===== src/rtl/dma_defs.svh =====
// register offsets, field positions, reset values and widths of the dma block
`ifndef DMA_DEFS_SVH
`define DMA_DEFS_SVH

// ************************************************************
// register map: index = {channel, register}; registers 6 and 7 shared by all channels
// ************************************************************
`define REG_CONTROL        3'h0
`define REG_REQ_SELECT     3'h1
`define REG_PRIMARY        3'h2
`define REG_SECONDARY      3'h3
`define REG_PERIPH_ADDR    3'h4
`define REG_COUNT          3'h5
`define REG_SHARED_0       3'h6
`define REG_SHARED_1       3'h7

// ************************************************************
// control register fields
// ************************************************************
`define CTL_ENABLE         15
`define CTL_SIZE           14
`define CTL_DIR            13
`define CTL_HALF           12
`define CTL_NULL_WRITE_ENABLE          11
`define CTL_ADDRESSING_MODE_HI       5
`define CTL_ADDRESSING_MODE_LO       4
`define CTL_MODE_HI        1
`define CTL_MODE_LO        0
`define CTL_WRITE_MASK     16'hF833
`define REQ_FORCE          15
`define REQ_SEL_MASK       16'h007F

// ************************************************************
// reset values and sizes
// ************************************************************
`define RESET_WORD         16'h0000
`define COUNT_MASK         16'h03FF
`define NUM_CHANNELS       8
`define NUM_REQUESTS       128

`endif


===== src/rtl/dma_pkg.sv =====
// types shared by the dma channel and the dma controller
package dma_pkg;
    // ram addressing choice
    typedef enum logic [1:0] {
        ADDRESSING_MODE_POST_INC,
        ADDRESSING_MODE_NO_INC,
        ADDRESSING_MODE_PERIPH,
        ADDRESSING_MODE_RESERVED
    } addressing_mode_t;

    // block mode choice
    typedef enum logic [1:0] {
        MODE_CONT,
        MODE_ONESHOT,
        MODE_CONT_PP,
        MODE_ONESHOT_PP
    } opmode_t;
endpackage


===== src/rtl/dma_channel.sv =====
// one dma channel: registers, address walk, block counting
`include "dma_defs.svh"
module dma_channel
    import dma_pkg::*;
(
    input  wire logic        clk_i,
    input  wire logic        rst_n_i,
    input  wire logic        wr_i,        // write to this channel
    input  wire logic [2:0]  reg_i,       // register index
    input  wire logic [15:0] wdata_i,
    input  wire logic [127:0] req_vec_i,  // all request lines
    input  wire logic        grant_i,     // one transfer done this cycle
    input  wire logic [15:0] periph_off_i,// offset from the peripheral
    output logic             pending_o,
    output logic             block_done_o,// one-cycle interrupt event
    output logic [15:0]      ram_addr_o,
    output logic [15:0]      ctrl_o,
    output logic [15:0]      req_o,
    output logic [15:0]      sta_o,
    output logic [15:0]      stb_o,
    output logic [15:0]      pad_o,
    output logic [15:0]      cnt_o,
    output logic             buf_sel_o    // 1 while secondary buffer used
);
    // ************************************************************
    // state
    // ************************************************************
    logic [15:0] ctrl_q;       // control register
    logic [6:0]  sel_q;        // request number
    logic        force_q;      // manual start bit
    logic [15:0] sta_q;        // primary start
    logic [15:0] stb_q;        // secondary start
    logic [15:0] pad_q;        // peripheral address
    logic [9:0]  cnt_q;        // transfers per block minus one
    logic [9:0]  done_q;       // transfers done in block
    logic [15:0] off_q;        // running ram offset
    logic        pp_q;         // ping-pong buffer select
    logic        pend_q;       // transfer waiting for the bus
    logic        pp_seen_q;    // one-shot ping-pong: first block done
    logic        req_q;        // previous request level
    logic        en;
    logic        last;
    logic        half_pt;
    opmode_t     mode;
    addressing_mode_t      addressing_mode;

    assign en      = ctrl_q[`CTL_ENABLE];
    assign mode    = opmode_t'(ctrl_q[`CTL_MODE_HI:`CTL_MODE_LO]);
    assign addressing_mode   = addressing_mode_t'(ctrl_q[`CTL_ADDRESSING_MODE_HI:`CTL_ADDRESSING_MODE_LO]);
    assign last    = (done_q == cnt_q);
    assign half_pt = (done_q == {1'b0, cnt_q[9:1]});

    // ************************************************************
    // register writes
    // ************************************************************
    // unused control bits never stored, so they read zero
    always_ff @(posedge clk_i)
    begin
        if (!rst_n_i)
        begin
            ctrl_q <= `RESET_WORD;
            sel_q  <= 7'h00;
            sta_q  <= `RESET_WORD;
            stb_q  <= `RESET_WORD;
            pad_q  <= `RESET_WORD;
            cnt_q  <= 10'h000;
        end
        else if (wr_i)
        begin
            unique case (reg_i)
                `REG_CONTROL:     ctrl_q <= wdata_i & `CTL_WRITE_MASK;
                `REG_REQ_SELECT:  sel_q  <= wdata_i[6:0];
                `REG_PRIMARY:     sta_q  <= wdata_i;
                `REG_SECONDARY:   stb_q  <= wdata_i;
                `REG_PERIPH_ADDR: pad_q  <= wdata_i;
                `REG_COUNT:       cnt_q  <= wdata_i[9:0];
                default:          ;
            endcase
        end
        else if (grant_i && last && pp_q && pp_seen_q)
        begin
            // second buffer of a one-shot ping-pong pair ends the run
            ctrl_q[`CTL_ENABLE] <= 1'b0;
        end
        else if (grant_i && last && (mode == MODE_ONESHOT))
        begin
            ctrl_q[`CTL_ENABLE] <= 1'b0;
        end
    end

    // ************************************************************
    // force bit: software sets, hardware clears
    // ************************************************************
    always_ff @(posedge clk_i)
    begin
        if (!rst_n_i)
            force_q <= 1'b0;
        else if (wr_i && reg_i == `REG_REQ_SELECT && wdata_i[`REQ_FORCE])
            force_q <= 1'b1;
        else if (grant_i)
            force_q <= 1'b0;
    end

    // ************************************************************
    // trigger: rising edge of selected request or manual force
    // ************************************************************
    always_ff @(posedge clk_i)
    begin
        if (!rst_n_i)
        begin
            req_q  <= 1'b0;
            pend_q <= 1'b0;
        end
        else
        begin
            req_q <= req_vec_i[sel_q];
            // set wins over the grant clear
            if (en && ((req_vec_i[sel_q] && !req_q) ||
                       (wr_i && reg_i == `REG_REQ_SELECT && wdata_i[`REQ_FORCE])))
                pend_q <= 1'b1;
            else if (grant_i || !en)
                pend_q <= 1'b0;
        end
    end

    // ************************************************************
    // address walk and block end
    // ************************************************************
    always_ff @(posedge clk_i)
    begin
        if (!rst_n_i)
        begin
            done_q    <= 10'h000;
            off_q     <= `RESET_WORD;
            pp_q      <= 1'b0;
            pp_seen_q <= 1'b0;
        end
        else if (wr_i && reg_i == `REG_CONTROL)
        begin
            // reprogramming restarts the block
            done_q    <= 10'h000;
            off_q     <= `RESET_WORD;
            pp_q      <= 1'b0;
            pp_seen_q <= 1'b0;
        end
        else if (grant_i)
        begin
            if (last)
            begin
                done_q <= 10'h000;
                off_q  <= `RESET_WORD;
                if (mode == MODE_CONT_PP || mode == MODE_ONESHOT_PP)
                begin
                    pp_q      <= ~pp_q;
                    pp_seen_q <= (mode == MODE_ONESHOT_PP) && !pp_q;
                end
            end
            else
            begin
                done_q <= done_q + 10'h001;
                if (addressing_mode == ADDRESSING_MODE_POST_INC)
                    off_q <= off_q + (ctrl_q[`CTL_SIZE] ? 16'h0001 : 16'h0002);
            end
        end
    end

    // ************************************************************
    // outputs
    // ************************************************************
    always_comb
    begin
        if (addressing_mode == ADDRESSING_MODE_PERIPH)
            ram_addr_o = (pp_q ? stb_q : sta_q) + periph_off_i;
        else
            ram_addr_o = (pp_q ? stb_q : sta_q) + off_q;
    end

    // interrupt at half point or at end
    assign block_done_o = grant_i && (ctrl_q[`CTL_HALF] ? half_pt : last);
    assign pending_o    = pend_q && en;
    assign ctrl_o       = ctrl_q;
    assign req_o        = {force_q, 8'h00, sel_q};
    assign sta_o        = sta_q;
    assign stb_o        = stb_q;
    assign pad_o        = pad_q;
    assign cnt_o        = {6'h00, cnt_q};
    assign buf_sel_o    = pp_q;
endmodule


===== src/rtl/dma_controller.sv =====
// eight-channel peripheral dma controller with fixed-priority bus grant
// Operation
// - eight identical channels with own registers
// - transfers use own bus, not cpu
// - bit 15 enables the channel
// - bit 14 selects byte or word
// - bit 13 selects transfer direction
// - bit 12 moves interrupt to half block
// - bit 11 adds null peripheral write when bit 13 is clear
// - bits 5-4 select ram addressing mode
// - bits 1-0 select block mode
// - one-shot stops after one block, except when a register write to the channel meets its last transfer
// - continuous reloads start address each block
// - ping-pong alternates primary and secondary buffers
// - peripheral indirect takes offset from peripheral
// - per-channel interrupt at block end or half
// - start by peripheral request or software
// - trigger chosen from peripheral request sources
// - 10-bit transfer count per channel
// - 16-bit start and peripheral address registers
// - two status registers shared by channels
// - unused control bits read zero
// - force starts one transfer, hardware clears
// - 7-bit request select per channel
`include "dma_defs.svh"
module dma_controller
    import dma_pkg::*;
(
    input  wire logic         clk_i,
    input  wire logic         rst_n_i,
    // register port
    input  wire logic [5:0]   addr_i,       // {channel, register}
    input  wire logic [15:0]  wdata_i,
    input  wire logic         wr_i,
    input  wire logic         rd_i,
    output logic [15:0]       rdata_o,
    // peripheral requests and indirect offset
    input  wire logic [127:0] req_vec_i,
    input  wire logic [15:0]  periph_off_i,
    // dedicated dma bus
    output logic              bus_valid_o,
    output logic [2:0]        bus_chan_o,
    output logic              bus_ram_wr_o,  // 1: ram written, 0: ram read
    output logic              bus_per_wr_o,  // peripheral written
    output logic              bus_null_o,    // peripheral write carries zero
    output logic              bus_byte_o,
    output logic [15:0]       bus_ram_addr_o,
    output logic [15:0]       bus_per_addr_o,
    output logic [7:0]        irq_o          // per-channel block events
);
    // ************************************************************
    // channel wires
    // ************************************************************
    logic [7:0]  pend;                    // channel wants the bus
    logic [7:0]  grant;                   // one-hot grant
    logic [7:0]  done;                    // block event per channel
    logic [7:0]  bufsel;                  // ping-pong buffer per channel
    logic [7:0]  chan_wr;                 // register write per channel
    logic [15:0] ram_addr [8];
    logic [15:0] ctrl     [8];
    logic [15:0] reqr     [8];
    logic [15:0] sta      [8];
    logic [15:0] stb      [8];
    logic [15:0] pad      [8];
    logic [15:0] cnt      [8];
    logic [2:0]  win;                     // winning channel
    logic [2:0]  sel_ch;                  // addressed channel
    logic [2:0]  sel_reg;                 // addressed register
    logic [7:0]  overrun_q;               // request seen while pending
    logic [7:0]  last_buf_q;              // buffer of last completed block

    assign sel_ch  = addr_i[5:3];
    assign sel_reg = addr_i[2:0];

    // ************************************************************
    // eight channels
    // ************************************************************
    genvar g;
    generate
        for (g = 0; g < `NUM_CHANNELS; g++)
        begin : g_chan
            assign chan_wr[g] = wr_i && (sel_ch == 3'(g));
            dma_channel u_chan (
                .clk_i        (clk_i),
                .rst_n_i      (rst_n_i),
                .wr_i         (chan_wr[g]),
                .reg_i        (sel_reg),
                .wdata_i      (wdata_i),
                .req_vec_i    (req_vec_i),
                .grant_i      (grant[g]),
                .periph_off_i (periph_off_i),
                .pending_o    (pend[g]),
                .block_done_o (done[g]),
                .ram_addr_o   (ram_addr[g]),
                .ctrl_o       (ctrl[g]),
                .req_o        (reqr[g]),
                .sta_o        (sta[g]),
                .stb_o        (stb[g]),
                .pad_o        (pad[g]),
                .cnt_o        (cnt[g]),
                .buf_sel_o    (bufsel[g])
            );
        end
    endgenerate

    // ************************************************************
    // fixed priority arbiter
    // ************************************************************
    // lowest index wins; the rest wait, so no channel is starved of
    // correctness but high channels may wait under heavy load
    always_comb
    begin
        grant = 8'h00;
        win   = 3'h0;
        for (int i = `NUM_CHANNELS - 1; i >= 0; i--)
        begin
            if (pend[i])
            begin
                win = 3'(i);
            end
        end
        if (pend != 8'h00)
            grant[win] = 1'b1;
    end

    // ************************************************************
    // dma bus drive, registered
    // ************************************************************
    // separate bus from the cpu register port, never stalls software
    always_ff @(posedge clk_i)
    begin
        if (!rst_n_i)
        begin
            bus_valid_o    <= 1'b0;
            bus_chan_o     <= 3'h0;
            bus_ram_wr_o   <= 1'b0;
            bus_per_wr_o   <= 1'b0;
            bus_null_o     <= 1'b0;
            bus_byte_o     <= 1'b0;
            bus_ram_addr_o <= `RESET_WORD;
            bus_per_addr_o <= `RESET_WORD;
        end
        else
        begin
            bus_valid_o    <= (pend != 8'h00);
            bus_chan_o     <= win;
            // direction: 1 ram to peripheral, 0 peripheral to ram
            bus_ram_wr_o   <= !ctrl[win][`CTL_DIR];
            // null write only with direction clear
            bus_per_wr_o   <= ctrl[win][`CTL_DIR] ||
                              (ctrl[win][`CTL_NULL_WRITE_ENABLE] && !ctrl[win][`CTL_DIR]);
            bus_null_o     <= ctrl[win][`CTL_NULL_WRITE_ENABLE] && !ctrl[win][`CTL_DIR];
            bus_byte_o     <= ctrl[win][`CTL_SIZE];
            bus_ram_addr_o <= ram_addr[win];
            bus_per_addr_o <= pad[win];
        end
    end

    // ************************************************************
    // interrupt events, one-cycle pulses per channel
    // ************************************************************
    always_ff @(posedge clk_i)
    begin
        if (!rst_n_i)
            irq_o <= 8'h00;
        else
            irq_o <= done;
    end

    // ************************************************************
    // shared status: overrun flags and last buffer
    // ************************************************************
    // overrun: request arrived while the previous one still waited;
    // set wins over a software clear (write ones to clear)
    always_ff @(posedge clk_i)
    begin
        if (!rst_n_i)
        begin
            overrun_q  <= 8'h00;
            last_buf_q <= 8'h00;
        end
        else
        begin
            for (int i = 0; i < `NUM_CHANNELS; i++)
            begin
                if (pend[i] && !grant[i] && req_vec_i[reqr[i][6:0]])
                    overrun_q[i] <= 1'b1;
                else if (wr_i && sel_reg == `REG_SHARED_0 && wdata_i[i])
                    overrun_q[i] <= 1'b0;
                if (done[i])
                    last_buf_q[i] <= bufsel[i];
            end
        end
    end

    // ************************************************************
    // register read, data one cycle after strobe
    // ************************************************************
    always_ff @(posedge clk_i)
    begin
        if (!rst_n_i)
            rdata_o <= `RESET_WORD;
        else if (rd_i)
        begin
            unique case (sel_reg)
                `REG_CONTROL:     rdata_o <= ctrl[sel_ch];
                `REG_REQ_SELECT:  rdata_o <= reqr[sel_ch];
                `REG_PRIMARY:     rdata_o <= sta[sel_ch];
                `REG_SECONDARY:   rdata_o <= stb[sel_ch];
                `REG_PERIPH_ADDR: rdata_o <= pad[sel_ch];
                `REG_COUNT:       rdata_o <= cnt[sel_ch];
                `REG_SHARED_0:    rdata_o <= {8'h00, overrun_q};
                `REG_SHARED_1:    rdata_o <= {5'h00, win, last_buf_q};
            endcase
        end
        else
            rdata_o <= `RESET_WORD;
    end
endmodule


===== config.mk =====
export PLATFORM = sky130hd
export DESIGN_NAME = dma_controller
export DESIGN_NICKNAME = d
export VERILOG_FILES = /design/src/rtl/dma_pkg.sv /design/src/rtl/dma_channel.sv /design/src/rtl/dma_controller.sv
export VERILOG_INCLUDE_DIRS = /design/src /design/src/rtl
export SDC_FILE = /design/constraint.sdc
export NUM_CORES = 2
export LEC_CHECK = 0
export BUFFER_PORTS_ARGS = -buffer_cell sky130_fd_sc_hd__buf_2
export CORE_AREA = 4 4 366 368
export CTS_BUF_LIST = sky130_fd_sc_hd__clkbuf_4 sky130_fd_sc_hd__clkbuf_8
export DETAILED_ROUTE_END_ITERATION = 8
export DIE_AREA = 0 0 370 372
export GPL_TIMING_DRIVEN = 0
export REMOVE_ABC_BUFFERS = 1
export SLEW_MARGIN = 20
export SYNTH_ARGS = -nofsm -noshare
export SYNTH_HDL_FRONTEND = slang
export SYNTH_SLANG_ARGS = --single-unit

===== constraint.sdc =====
create_clock -name clk_i -period 4.65 [get_ports clk_i]
set_clock_uncertainty 0.05 [all_clocks]
set_input_delay 0.465 -clock clk_i [delete_from_list [all_inputs] [get_ports clk_i]]
set_output_delay 0.465 -clock clk_i [all_outputs]
set_load 0.005 [all_outputs]

=== Yosys cells after proc, flatten, opt, wreduce, memory -nomap -nowiden ===
Cells that the tools add are included.

* Bits in registers: 920
* Input port bits: 170
* Output and inout bits: 64
* Logic and storage cells: 775

* Add/subtract/negate cells: 32
* $lt $le $gt $ge: 12
* Equal/unequal tests: 70
* Mux-type cells: 191
* Bitwise gates (word level): 11
* Reductions and logical operators: 321

{| class="wikitable"
|+ Operators with widths
! operator !! number
|-
| two-way mux 16 bit || 56
|-
| binary-select mux 16 bit (select 3 bit) || 9
|-
| adder 16 bit || 24
|-
| logical AND 1 bit || 131
|-
| AND reduction 2 bit || 65
|-
| one-hot mux 16 bit (8 select lines) || 1
|-
| two-way mux 1 bit || 89
|-
| adder 10 x 1 -> 10 bit, second input constant || 8
|-
| == test 10 bit || 8
|-
| == test 10 x 9 -> 1 bit || 8
|-
| two-way mux 10 bit || 8
|-
| < comparator 7 x 8 -> 1 bit, second input constant || 8
|-
| nonzero test 2 bit || 32
|-
| binary-select mux 1 bit (select 7 bit) || 8
|-
| == test 2 bit, second input constant || 24
|-
| zero test 1 bit || 33
|-
| two-way mux 15 bit || 2
|-
| logical OR 1 bit || 25
|-
| == test 3 bit, second input constant || 8
|-
| two-way mux 3 bit || 8
|-
| AND reduction 3 bit || 8
|-
| nonzero test 3 bit || 8
|-
| == test 2 x 1 -> 1 bit, second input constant || 8
|-
| zero test 2 bit || 8
|-
| 14 further kinds || 50
|}

=== Longest topological paths before layout ===
* Depth in word-level cells: 19
* Gate-level depth with buffers: 15
* Gate-level depth less buffers: 13

=== Hierarchy ===
Synthesis repeated with hierarchy kept, for this count alone.

* Cell total of the unflattened synthesis: 7,898
* Area, all modules: 71,676.2 sq um

{| class="wikitable"
|+ By module, submodules not included
! module !! instances !! cells each !! area each (sq um) !! seq. area each (sq um)
|-
| dma_channel at g_chan[3].u_chan ... || 4 || 763 || 6,626.4 || 2,102.0
|-
| dma_controller || 1 || 1,843 || 18,519.0 || 1,601.5
|-
| dma_channel at g_chan[1].u_chan ... || 2 || 743 || 6,723.9 || 2,102.0
|-
| dma_channel at g_chan[0].u_chan || 1 || 760 || 6,613.8 || 2,102.0
|-
| dma_channel at g_chan[7].u_chan || 1 || 757 || 6,590.1 || 2,102.0
|}

=== Least setup slack after synthesis ===
No wires, ideal clock.

* Kind: register -> register
* Start: reg g_chan[7].u_chan.ctrl_q[5]
* End: reg bus_ram_addr_o[12]
* Setup time: 120 ps
* Arrival: 3,549 ps
* Required time: 4,480 ps
* Slack: 931 ps
* Stages on the path, launching flop included: 16
* Path buffers: 2
* Period minus slack after synthesis: 3,719 ps
* Path through: dfxtp_1 nor2b_1 clkbuf_1 buf_1 mux2_2 ha_1 inv_1 fa_1 nand2b_1 a21oi_1 o21ai_0 o21ai_0 a31oi_1 xnor2_1 a211o_1 o31a_1

* Word-level cells in the longest chain between the ends: 5

{| class="wikitable"
|+ RTL lines
! item !! RTL line !! source
|-
| start, declared || dma_channel.sv:28 || <nowiki>logic [15:0] ctrl_q;</nowiki>
|-
| start signal, assigned || dma_channel.sv:61 || <nowiki>ctrl_q <= `RESET_WORD;</nowiki>
|-
| start signal, assigned || dma_channel.sv:71 || <nowiki>`REG_CONTROL: ctrl_q <= wdata_i & `CTL_WRITE_MASK;</nowiki>
|-
| == test 2 bit || dma_channel.sv:172 || <nowiki>if (addressing_mode == ADDRESSING_MODE_PERIPH)</nowiki>
|-
| two-way mux 16 bit || dma_channel.sv:172 ||
|-
| binary-select mux 16 bit (select 3 bit) || dma_controller.sv:154 || <nowiki>bus_ram_addr_o <= ram_addr[win];</nowiki>
|-
| two-way mux 16 bit (not written as such) (2 in series) || dma_controller.sv:154 ||
|-
| end signal, assigned || dma_controller.sv:140 || <nowiki>bus_ram_addr_o <= `RESET_WORD;</nowiki>
|-
| end signal, assigned || dma_controller.sv:154 ||
|-
| end, declared || dma_controller.sv:47 || <nowiki>output logic [15:0] bus_ram_addr_o,</nowiki>
|}

No other way between the ends. The select of a mux whose other input is x is not followed.
A chain may end at the register's enable or synchronous reset.

=== Final worst setup path ===
* Start: reg g_chan[0].u_chan.ctrl_q[15]
* End: reg bus_per_wr_o

* Word-level cells in the longest chain between the ends: 9

{| class="wikitable"
|+ RTL lines
! item !! RTL line !! source
|-
| start, declared || dma_channel.sv:28 ||
|-
| start signal, assigned || dma_channel.sv:61 ||
|-
| start signal, assigned || dma_channel.sv:71 ||
|-
| logical AND 1 bit * || dma_channel.sv:180 || <nowiki>assign pending_o = pend_q && en;</nowiki>
|-
| two-way mux 3 bit * || dma_controller.sv:117 || <nowiki>if (pend[i])</nowiki>
|-
| inverter 3 -> 4 bit (not written as such) * || dma_controller.sv:150, dma_controller.sv:151 ||
|-
| binary-select mux 16 bit (select 3 bit) * || dma_controller.sv:150, dma_controller.sv:151 ||
|-
| two-way mux 15 bit * (2 in series) || n/a ||
|-
| zero test 1 bit || dma_controller.sv:151 || <nowiki>(ctrl[win][`CTL_NULL_WRITE_ENABLE] && !ctrl[win][`CTL_DIR]);</nowiki>
|-
| logical AND 1 bit || dma_controller.sv:151 ||
|-
| logical OR 1 bit * || dma_controller.sv:150 || <nowiki>bus_per_wr_o <= ctrl[win][`CTL_DIR] ||</nowiki>
|-
| end signal, assigned || dma_controller.sv:150 ||
|-
| end, declared || dma_controller.sv:44 || <nowiki>output logic bus_per_wr_o,</nowiki>
|}

Mark *: on every way between the ends. The rest lies on a longest branch, timed or not. The select of a mux whose other input is x is not followed.

==> metrics <==
synth cell count leaders=nand2_1 (1,485), dfxtp_1 (920), a21oi_1 (773); sequential-to-total area share from yosys stat=0.314; core area=131,000 um^2; RD Place Congestion=0.946; min-delay worst type=primary input to flip-flop; CTS clk-pin slew, worst paths=0.07 ns; CP Data Arrival Time=5.22 ns; Max Clk Rate=0.220 GHz; DRC errors left=0; top_reg_cell synth=dfxtp_1; RSZ-0062 raised after global routing=no; vias in the first global route=49,610; Worst path max stage delay=0.90 ns; Ports=234; die width=370 um; total track usage=0.317; final hold slack=0.0753 ns; Starting Density=0.448; DRT iter0 DRCs=6,680; most common cell in the synthesized netlist=nand2_1; Clock Latency Late Sink=0.91 ns; final hold vios=0; Worst Tran Pin Value=1.29 ns; via count=53,062; Die Y=372 um; EDFF count, synth=0; first-pass GRT wire length=328,000 um; Synth-to-Final Area Change=11.4%; Netlist cell types=75; setup bufs post-CTS=0; worst vdd ir=0.000211 V; H-tree depth=4; Max Buffers Root-to-Sink=3; WP data required=5.32 ns; worst-path fanout max=19; Core Util, Final=0.499; #FFs+latches synth=920; max-slew violation count=0; Mean Syn Cell Area=8.93 um^2; wirelength, routed=225,000 um; Post-synth ARST share=0; Worst Setup Start Kind=flip-flop; leakage=23.1 nW; outcome=finished, final reports clean; CP max stage cell=nand2_1; antenna violations before repair=20; pwr dens=270 nW/um^2; CTS Sinks=920; hpwl dp=162,000 um; IO buf count=233; layout cell share with drive strength beyond 1=0.210; Final Worst Setup Slack=0.0985 ns; Critical Path Most Common Cell=nand2_1; Synth Cell Area=58,600 um^2; Rows=133; Post-Synthesis Cells=6,565; final period utilization=0.979; CTS buffer count=163; vias per inst=6.27; CTS tree=built; Yosys top cell area share=0.314; pin count of the biggest net entering global routing=128; worst-path cell chain=nand2_1 > nand2_1 > o221ai_4 > buf_16 > nand2_1 > o22ai_1 > nor2_1 > o211ai_1 > a21oi_1; DRT antenna net count=0; crit end category=flip-flop; Max Cap Viol=0; Nets=6,904; Tmin final=4.55 ns; drt pass-1 iters=6; Root Driver=clkbuf_8; DIE AREA=138,000 um^2; worst setup path class=flip-flop to flip-flop; post-place setup slack=-0.143 ns; top cells by area, synth=dfxtp_1 (31%), mux4_2 (19%), nand2_1 (9.5%); final setup vio count=0; Slew HR=0.136; grt total ovfl=0; Ys Warns=0; wire per inst=26.5 um; largest area contributor in the synthesized netlist=dfxtp_1
==> layout by cell type, fill, tap and decap left out, types with 156 or more instances in the layout <==
cell type and instances:
mux2i_1 156, mux4_2 485, mux2_2 234, buf_2 221
xnor2_1 181, dfxtp_1 903, xor2_1 213, nand2_1 1484
clkbuf_8 204, nor2_1 400, a21oi_1 773
==> layout make-up <==
type	instances	area (um^2)
Clock inverter	34	383
Sequential cell	920	18500
Clock buffer	259	3220
Antenna cell	6	15.0
Tap cell	1755	2200
Multi-Input combinational cell	5082	38200
Fill cell	12140	65500
Timing Repair Buffer	297	2430
Inverter	110	420
==> final timing paths <==
check	start	end	slack (ns)	depth (start not counted)
hold reg to reg	overrun_q[0]	overrun_q[0]	0.39	2
setup reg to reg	g_chan[0].u_chan.ctrl_o[15]	bus_per_wr_o	0.1	9
hold / removal	wdata_i[2]	g_chan[7].u_chan.pad_o[2]	0.08	3
setup / recovery	g_chan[0].u_chan.ctrl_o[15]	bus_per_wr_o	0.1	9
==> stage by stage <==
| stage | setup TNS (ns) | std cells | power [mW] | cell area [um^2] |
|---|---|---|---|---|
| floorplan | -3925.78 | 6112 | 8.64 | 56800 |
| global placement | -9386.88 | 8100 | 9.33 | 60200 |
| finish | 0 | 8463 | 17.6 | 65300 |
| global route | 0 | 8462 | 18.1 | 65300 |
| CTS | 0 | 8457 | 17.7 | 65300 |
| detailed placement | -2.76 | 8161 | 9.35 | 61600 |
==> cell families after synthesis <==
logic type | Yosys count | synth area share
flip-flops | 920 | 0.314
buffers and inverters | 563 | 0.0382
AO/OA/AOI/OAI | 1260 | 0.123
AND/OR/NAND/NOR | 2393 | 0.172
multiplexers | 875 | 0.258
XOR/XNOR | 394 | 0.0589
adder cells (fa/ha/maj) | 160 | 0.0362
==> per-layer routing <==
layer / share of wire / GRT usage / vias up
met5: 0.00036 / 0.000712 / -
met4: 0.050 / 0.137 / 12
met3: 0.12 / 0.0933 / 572
met2: 0.43 / 0.470 / 3182
met1: 0.40 / 0.432 / 25740
li1: - / - / 23556
==> state kept, by name, summed over array words and instances, names as in the netlist, 16 cells and up <==
signal / count
bus_per_addr_o: 16
bus_ram_addr_o: 16
g_chan.u_chan.cnt_q: 80
g_chan.u_chan.ctrl_o: 72
g_chan.u_chan.done_q: 80
g_chan.u_chan.off_q: 128
g_chan.u_chan.pad_o: 128
g_chan.u_chan.sel_q: 56
g_chan.u_chan.sta_o: 128
g_chan.u_chan.stb_o: 128
rdata_o: 16
==> worst max-delay path, delay by kind of cell (launching register included) <==
kind,cells,cell delay [ns]
buffers and inverters,1,0.32
AND/OR/NAND/NOR,4,2.11
flip-flops,1,0.42
AO/OA/AOI/OAI,4,1.44
==> power breakdown <==
part	leakage [nW]	switching (mW)	internal, mW
logic	13.7	0.846	0.447
clock network	1.91	3.75	4.66
registers	7.42	0.0342	7.91
total	23.1	4.63	13.0
==> timing repair <==
item	in CTS	in global routing
resized for setup	1	1
endpoints found under the hold margin	42	0
setup endpoints to repair	1	1
hold buffers	3	0
Power figures use the tool's default switching activity.
